$ cat config.mk
export PLATFORM = sky130hd
export DESIGN_NAME = pbm_pin_mux
export DESIGN_NICKNAME = d
export VERILOG_FILES = /design/src/pbm_pkg.sv /design/src/pbm_pin_mux.sv
export SDC_FILE = /design/constraint.sdc
export NUM_CORES = 1
export LEC_CHECK = 0
export BUFFER_PORTS_ARGS = -buffer_cell sky130_fd_sc_hd__buf_2
export CAP_MARGIN = 20
export CORE_MARGIN = 2
export CORE_UTILIZATION = 51
export DETAILED_ROUTE_END_ITERATION = 10
export PLACE_DENSITY = 0.85
export RECOVER_POWER = 100
export SYNTH_ARGS = -nofsm -noshare
export SYNTH_HDL_FRONTEND = slang
export SYNTH_SLANG_ARGS = --single-unit
$ cat constraint.sdc
create_clock -name clk_i -period 3.66 [get_ports clk_i]
set_clock_uncertainty 0.05 [all_clocks]
set_input_delay 0.183 -clock clk_i [delete_from_list [all_inputs] [get_ports clk_i]]
set_output_delay 0.183 -clock clk_i [all_outputs]
set_load 0.005 [all_outputs]
$ cat src/pbm_pkg.sv
// Package for the port B / port C pin function mux
package pbm_pkg;
   // Port output modes, two bits per pin
   typedef enum logic [1:0] {
      PBM_MODE_QUASI  = 2'b00,
      PBM_MODE_PUSH   = 2'b01,
      PBM_MODE_INPUT  = 2'b10,
      PBM_MODE_OPEN   = 2'b11
   } pbm_mode_t;

   // Processor clock sources
   typedef enum logic [1:0] {
      PBM_CLK_RC      = 2'b00,
      PBM_CLK_WDOG    = 2'b01,
      PBM_CLK_EXT     = 2'b10,
      PBM_CLK_XTAL    = 2'b11
   } pbm_clksrc_t;

   localparam int        PBM_B_WIDTH       = 8;
   localparam int        PBM_C_WIDTH       = 2;
   localparam logic [1:0] PBM_MODE_RESET   = 2'h2;
   localparam logic [7:0] PBM_TRIM_RESET   = 8'h00;
   localparam int        PBM_TRIM_CLKEN    = 6;

   // Register index map
   localparam logic [3:0] PBM_A_B_OUT      = 4'h0;
   localparam logic [3:0] PBM_A_B_M1       = 4'h1;
   localparam logic [3:0] PBM_A_B_M2       = 4'h2;
   localparam logic [3:0] PBM_A_C_OUT      = 4'h3;
   localparam logic [3:0] PBM_A_C_MODE     = 4'h4;
   localparam logic [3:0] PBM_A_TRIM       = 4'h5;
   localparam logic [3:0] PBM_A_SPI        = 4'h6;
   localparam logic [3:0] PBM_A_CLK        = 4'h7;
   localparam logic [3:0] PBM_A_B_IN       = 4'h8;
   localparam logic [3:0] PBM_A_C_IN       = 4'h9;
endpackage : pbm_pkg

$ cat src/pbm_pin_mux.sv
// Pin function mux for port B (8 bits) and port C (2 bits)
`timescale 1ns/1ps
module pbm_pin_mux
   import pbm_pkg::*;
(
   input  wire logic        clk_i,
   input  wire logic        rst_i,
   input  wire logic [3:0]  addr_i,
   input  wire logic [7:0]  wdata_i,
   input  wire logic        wr_i,
   input  wire logic        rd_i,
   output logic      [7:0]  rdata_o,
   input  wire logic [7:0]  port_b_i,
   output logic      [7:0]  port_b_o,
   output logic      [7:0]  port_b_oe_o,
   output logic      [7:0]  port_b_pu_o,
   input  wire logic [1:0]  port_c_i,
   output logic      [1:0]  port_c_o,
   output logic      [1:0]  port_c_oe_o,
   output logic      [1:0]  port_c_pu_o,
   output logic             osc_amp_en_o,
   input  wire logic        spi_mosi_out_i,
   input  wire logic        spi_miso_out_i,
   input  wire logic        spi_clk_out_i,
   output logic             spi_mosi_in_o,
   output logic             spi_miso_in_o,
   output logic             spi_clk_in_o,
   output logic             spi_sel_n_o,
   output logic             spi_slave_act_o
);
   logic [7:0]  b_out_q;
   logic [7:0]  b_m1_q;
   logic [7:0]  b_m2_q;
   logic [7:0]  trim_q;
   logic [7:0]  b_in_q;
   logic [1:0]  c_out_q;
   logic [1:0]  c_in_q;
   logic [1:0]  c_m1_q;
   logic [1:0]  c_m2_q;
   logic        spi_en_q;
   logic        spi_mst_q;
   logic        xtal_q;
   logic        rtc_xtal_q;
   logic        div_q;
   pbm_clksrc_t clksrc_q;
   logic [7:0]  b_s1_q;
   logic [7:0]  b_s2_q;
   logic [7:0]  b_s3_q;
   logic [1:0]  c_s1_q;
   logic [1:0]  c_s2_q;
   logic [1:0]  c_s3_q;
   logic [7:0]  b_o_d;
   logic [7:0]  b_oe_d;
   logic [7:0]  b_pu_d;
   logic [1:0]  c_o_d;
   logic [1:0]  c_oe_d;
   logic [1:0]  c_pu_d;

   // Register index decode, shared by the read mux and the write chain
   wire sel_b_out  = (addr_i == PBM_A_B_OUT);
   wire sel_b_m1   = (addr_i == PBM_A_B_M1);
   wire sel_b_m2   = (addr_i == PBM_A_B_M2);
   wire sel_c_out  = (addr_i == PBM_A_C_OUT);
   wire sel_c_mode = (addr_i == PBM_A_C_MODE);
   wire sel_trim   = (addr_i == PBM_A_TRIM);
   wire sel_spi    = (addr_i == PBM_A_SPI);
   wire sel_clk    = (addr_i == PBM_A_CLK);
   wire sel_b_in   = (addr_i == PBM_A_B_IN);
   wire sel_c_in   = (addr_i == PBM_A_C_IN);

   // Pin drive from mode bits: returns {oe, pu} for a given output level
   function automatic logic [1:0] pbm_drive(input logic m1, input logic m2, input logic v);
      pbm_mode_t m;
      m = pbm_mode_t'({m1, m2});
      case (m)
         PBM_MODE_QUASI: pbm_drive = {~v, 1'b1};
         PBM_MODE_PUSH:  pbm_drive = 2'b10;
         PBM_MODE_OPEN:  pbm_drive = {~v, 1'b0};
         default:        pbm_drive = 2'b00;
      endcase
   endfunction : pbm_drive

   wire divided_clock_output_ok = trim_q[PBM_TRIM_CLKEN] && !rtc_xtal_q &&
                    (clksrc_q != PBM_CLK_XTAL) && !xtal_q;
   wire xin_free  = (clksrc_q == PBM_CLK_RC || clksrc_q == PBM_CLK_WDOG) && !rtc_xtal_q;
   wire slave_act = spi_en_q && !spi_mst_q && !b_in_q[4];
   wire spi_master = spi_en_q && spi_mst_q;
   wire [7:0] b_val = {b_out_q[7:6],
                       spi_master ? spi_clk_out_i : b_out_q[5],
                       b_out_q[4],
                       slave_act ? spi_miso_out_i : b_out_q[3],
                       spi_master ? spi_mosi_out_i : b_out_q[2],
                       b_out_q[1:0]};

   always_comb begin
      for (int i = 0; i < 8; i++) begin
         {b_oe_d[i], b_pu_d[i]} = pbm_drive(b_m1_q[i], b_m2_q[i], b_val[i]);
         b_o_d[i] = b_val[i];
      end
      if (spi_master) begin
         b_oe_d[2] = 1'b1;
         b_oe_d[5] = 1'b1;
         b_oe_d[3] = 1'b0;
      end else if (spi_en_q) begin
         b_oe_d[2] = 1'b0;
         b_oe_d[5] = 1'b0;
         b_oe_d[3] = slave_act;
      end
      for (int j = 0; j < 2; j++) begin
         {c_oe_d[j], c_pu_d[j]} = pbm_drive(c_m1_q[j], c_m2_q[j], c_out_q[j]);
         c_o_d[j] = c_out_q[j];
      end
      if (xtal_q) begin
         {c_oe_d[0], c_pu_d[0], c_o_d[0]} = 3'b000;
      end else if (divided_clock_output_ok) begin
         {c_oe_d[0], c_pu_d[0], c_o_d[0]} = {2'b10, div_q};
      end
      if (!xin_free) begin
         {c_oe_d[1], c_pu_d[1], c_o_d[1]} = 3'b000;
      end
   end

   wire [7:0] rd_mux =
      sel_b_out  ? b_out_q :
      sel_b_m1   ? b_m1_q :
      sel_b_m2   ? b_m2_q :
      sel_c_out  ? {6'h00, c_out_q} :
      sel_c_mode ? {4'h0, c_m2_q, c_m1_q} :
      sel_trim   ? trim_q :
      sel_spi    ? {6'h00, spi_mst_q, spi_en_q} :
      sel_clk    ? {4'h0, rtc_xtal_q, xtal_q, clksrc_q} :
      sel_b_in   ? b_in_q :
      sel_c_in   ? {6'h00, c_in_q} : 8'h00;

   // Three-stage sync; value changes only when stages two and three agree
   // Holding on disagreement filters a one-cycle glitch at the cost of a cycle of latency
   always_ff @(posedge clk_i or posedge rst_i) begin
      if (rst_i) begin
         {b_s1_q, b_s2_q, b_s3_q, b_in_q} <= '0;
         {c_s1_q, c_s2_q, c_s3_q, c_in_q} <= '0;
      end else begin
         b_s1_q <= port_b_i;
         b_s2_q <= b_s1_q;
         b_s3_q <= b_s2_q;
         b_in_q <= (b_in_q & (b_s2_q ^ b_s3_q)) | (b_s2_q & b_s3_q);
         c_s1_q <= port_c_i;
         c_s2_q <= c_s1_q;
         c_s3_q <= c_s2_q;
         c_in_q <= (c_in_q & (c_s2_q ^ c_s3_q)) | (c_s2_q & c_s3_q);
      end
   end

   always_ff @(posedge clk_i or posedge rst_i) begin
      if (rst_i) begin
         b_out_q  <= 8'h00;
         b_m1_q   <= {8{PBM_MODE_RESET[1]}};
         b_m2_q   <= {8{PBM_MODE_RESET[0]}};
         c_out_q  <= 2'h0;
         c_m1_q   <= {2{PBM_MODE_RESET[1]}};
         c_m2_q   <= {2{PBM_MODE_RESET[0]}};
         trim_q   <= PBM_TRIM_RESET;
         spi_en_q <= 1'b0;
         spi_mst_q <= 1'b0;
         clksrc_q <= PBM_CLK_RC;
         xtal_q   <= 1'b0;
         rtc_xtal_q <= 1'b0;
      end else if (wr_i) begin
         // Input indices are read only, so a write there falls through and is ignored
         if (sel_b_out) b_out_q <= wdata_i;
         else if (sel_b_m1) b_m1_q <= wdata_i;
         else if (sel_b_m2) b_m2_q <= wdata_i;
         else if (sel_c_out) c_out_q <= wdata_i[1:0];
         else if (sel_c_mode) {c_m2_q, c_m1_q} <= wdata_i[3:0];
         else if (sel_trim) trim_q <= wdata_i;
         else if (sel_spi) {spi_mst_q, spi_en_q} <= wdata_i[1:0];
         else if (sel_clk) begin
            clksrc_q   <= pbm_clksrc_t'(wdata_i[1:0]);
            xtal_q     <= wdata_i[2];
            rtc_xtal_q <= wdata_i[3];
         end
      end
   end

   always_ff @(posedge clk_i or posedge rst_i) begin
      if (rst_i) begin
         div_q <= 1'b0;
         rdata_o <= 8'h00;
         {port_b_o, port_b_oe_o, port_b_pu_o} <= '0;
         {port_c_o, port_c_oe_o, port_c_pu_o} <= '0;
         osc_amp_en_o <= 1'b0;
         {spi_mosi_in_o, spi_miso_in_o, spi_clk_in_o} <= 3'b000;
         spi_sel_n_o <= 1'b1;
         spi_slave_act_o <= 1'b0;
      end else begin
         div_q <= ~div_q;
         rdata_o <= rd_i ? rd_mux : 8'h00;
         port_b_o <= b_o_d;
         port_b_oe_o <= b_oe_d;
         port_b_pu_o <= b_pu_d;
         port_c_o <= c_o_d;
         port_c_oe_o <= c_oe_d;
         port_c_pu_o <= c_pu_d;
         osc_amp_en_o <= xtal_q;
         spi_mosi_in_o <= b_in_q[2];
         spi_miso_in_o <= b_in_q[3];
         spi_clk_in_o <= b_in_q[5];
         spi_sel_n_o <= b_in_q[4];
         spi_slave_act_o <= slave_act;
      end
   end
endmodule : pbm_pin_mux

==> metrics.txt <==
aggregate negative setup slack=0 ns; number of nets in the final layout=between 500 and 600; count of buffers from port buffering=72; max-cap viol count=0; most area-hungry cell type in the Yosys netlist=dfrtp_1; Worst Hold Margin=~0.18 ns; maximum buffer depth of the clock tree=2; Resized Gates After CTS=0; total number of vias=about 3200; TritonCTS clock tree=yes; number of stages on the worst hold path=3; root buffer cell=clkbuf_8; fill count=758; share of flip-flops with an asynchronous set or reset after synthesis=100%; initial antenna violation count=0; Required @ worst endpoint=3.99 ns; number of rows created at floorplan=36; number of antenna-violating nets in the routed design=0; insertion delay of the later-clocked pin in the worst-skew pair=just over 0.5 ns; Max Freq=0.482 GHz; crit path setup slack, layout=roughly 1.6 ns; weighted congestion at the end of routability-driven global placement=between 0.8 and 0.9; proportion of synthesized area in mux cells=around 14%; simple logic cell fraction of the synthesized area=a little under a tenth; worst-margin pin slew=1.39 ns; sort of element at the start of the critical path=input pin; cell area after placement=0.00553 mm²; final setup fails=0; drt first pass iters=4; cell types with the largest area share after synthesis=dfrtp_1 (58%), mux2_2 (8.7%), dfstp_2 (5.7%); total internal power=2.98 mW; area growth from synthesis to final layout=23.4%; normalized max-slew margin=roughly 7.4%; Finished Cell Area=about 0.0063 mm²; Die Area=approximately 0.011 mm²; Pins Over Slew Limit=0; class of the most critical setup path=input pin to flop; Peak VDD IR=approximately 0.29 mV; number of inserted diodes=0; fraction of the mapped netlist area in adder cells=2.86%; total of warnings raised by yosys=0; leftover overflow at the end of global routing=0; result of the run=finished clean; synthesis-stage register bit count=129; post-CTS repair timing setup buffer count=0; total count of hold-check failures in the final report=0; area of the core=a little under 0.01 mm²; sequential power share=between 40 and 50%; Routed WL per cell=16.4 µm; via count of the first global-routing pass=3312; Initial Utilization=a little over half; clock-pin transition on the worst setup and hold timing paths=0.05 ns; worst r2r path cells=4; number of enable-type register cells in the synthesized netlist=0; Net Sw Power=1.01 mW; share of cells above drive strength 1=roughly 29%; clock period minus final worst setup slack=around 2.1 ns; crit path capture type=flop; Sw Ratio=25.3%; num ports=73; HPWL after detailed placement=6360 µm; die extent in x=roughly 100 µm; Final Total Pwr=3.99 mW; synthesized instance count=roughly 360; Final Routed Wirelength=around 10000 µm; detail-routed via count per cell=5.26; post-synthesis sequential area ratio=roughly 64%; Yosys top cell area share=a little under 60%; wire length of the first global-routing pass=between 15000 and 20000 µm; Sink Count=around 130; pin count of the biggest net entering global routing=80; Mapped Nets=between 300 and 400; die boundary height=104 µm; Hold Path Class=input pin to flop; synthesized area per cell=roughly 14 µm²; dominant combinational cell family by area after synthesis=multiplexers; fraction of power consumed by the clock network=about two fifths; largest fanout of any net on the critical path=31; unrepaired setup endpoints after global routing=false; total clock buffers created by CTS=17; global routing usage summed across all routing layers=20.3%; Synth Flop Type=dfrtp_1; post-placement worst setup slack=approximately 1.8 ns; Compound-Gate Fraction of Synth Area=7.31%; Power Dens Cells=approximately 640 mW/mm²; H-tree level count=4; P_leak=between 2 and 3 nW; fin crit share=between 50% and 60%; DRC Markers=0; number of distinct library cells after synthesis=46; post-synthesis instance area=approximately 0.005 mm²; Crit path arrival time=about 2.4 ns; hold buffers post-CTS=23; number of DRC markers in iteration 0=about 190; combinational fraction of design power=about an eighth; share of the synthesized netlist area taken by xor and xnor gates=0%
-- area by class of cell --
type,count,area (µm²),share of cell area [%]
Sequential cell,129,3240,51.8
Timing Repair Buffer,97,588,9.40
Tap cell,133,166,2.66
Clock buffer,22,453,7.24
Clock inverter,10,111,1.78
Multi-Input combinational cell,209,1670,26.6
Inverter,8,32.5,0.520
-- logic make-up after synthesis --
kind of cell	count (synthesis)
muxes	60
buffers and inverters	21
DFF	129
AOI/OAI and AO/OA	56
and+or+nand+nor	81
adders and majority gates	12
-- cell usage after synthesis, types with 2 or more instances --
master,number
maj3_1,2
a21o_1,12
or2_1,3
dfstp_2,11
buf_4,2
buf_2,6
nor4b_1,2
nor4_1,2
nand2_1,19
mux2_2,39
mux4_2,2
and2_1,3
o21ai_0,9
mux2i_1,11
nand3b_1,2
a211oi_1,3
a21boi_1,2
o2bb2ai_1,3
nor4bb_1,2
ha_1,10
o22ai_1,5
o31a_1,2
inv_1,8
nor2_1,19
nand3_1,4
mux2_4,8
a21oi_1,15
or4bb_1,2
o32a_1,3
nor3_1,4
buf_6,3
nand2b_1,6
dfrtp_1,118
nor2b_1,5
-- power groups by stage --
| stage | Sequential, mW | Combinational [mW] | Clock (mW) |
|---|---|---|---|
| global route | 1.92 | 0.593 | 1.68 |
| detailed placement | 1.91 | 0.534 | 0 |
| finish | 1.88 | 0.529 | 1.59 |
| CTS | 1.89 | 0.562 | 1.61 |
| global placement | 1.90 | 0.516 | 0 |
| floorplan | 1.87 | 0.332 | 0 |
-- layout by cell type (no fill, tap or decap), drive strengths merged, types with 4 or more instances in the layout --
cell type and n:
ha 10, clkbuf 36, dfstp 11, nor2 21, a21oi 15, a21o 12
o22ai 5, dlygate4sd3 23, mux2i 11, nor2b 5, nand3 4, buf 60
mux2 47, o21ai 9, nor3 4, nand2 19, inv 8, nand2b 6
dfrtp 118, clkinv 5
-- stage by stage --
stage	util (%)	instances
detailed placement	56.8	553
finish	64.3	608
floorplan	-	359
global placement	56.8	553
CTS	65.0	608
global route	64.3	608
-- worst paths after layout --
path,endpoint,startpoint,slack [ns]
setup / recovery,trim_q[7],addr_i[1],1.58
hold / removal,rdata_o[3],addr_i[3],0.18
setup reg to reg,rdata_o[3],b_in_q[3],2.13
hold reg to reg,b_s2_q[2],b_s1_q[2],0.30
max in group asynchronous,c_m1_q[1],rst_i,2.25
min in group asynchronous,c_s1_q[0],rst_i,0.37
-- state kept, by name (all words and copies together), names as in the netlist, 8 cells and up --
signal       count
b_s3_q           8
port_b_oe_o      8
b_m2_q           8
b_in_q           8
b_out_q          8
trim_q           8
port_b_pu_o      8
rdata_o          8
b_s1_q           8
port_b_o         8
b_m1_q           8
b_s2_q           8
-- critical path, cell delays in order --
cell and delay [ns]:
clkbuf_1 0.53, nor3b_1 1.26, mux2_1 0.42
-- routing by layer --
| layer | GRT usage (%) | up-vias | part of all wire (%) |
|---|---|---|---|
| met1 | 26.4 | 1588 | 43 |
| met4 | 6.56 | 0 | 0.93 |
| li1 | - | 1494 | - |
| met5 | 0 | - | 0 |
| met3 | 5.73 | 11 | 6.3 |
| met2 | 33.2 | 108 | 50 |
(Power assumes the default switching activity.)
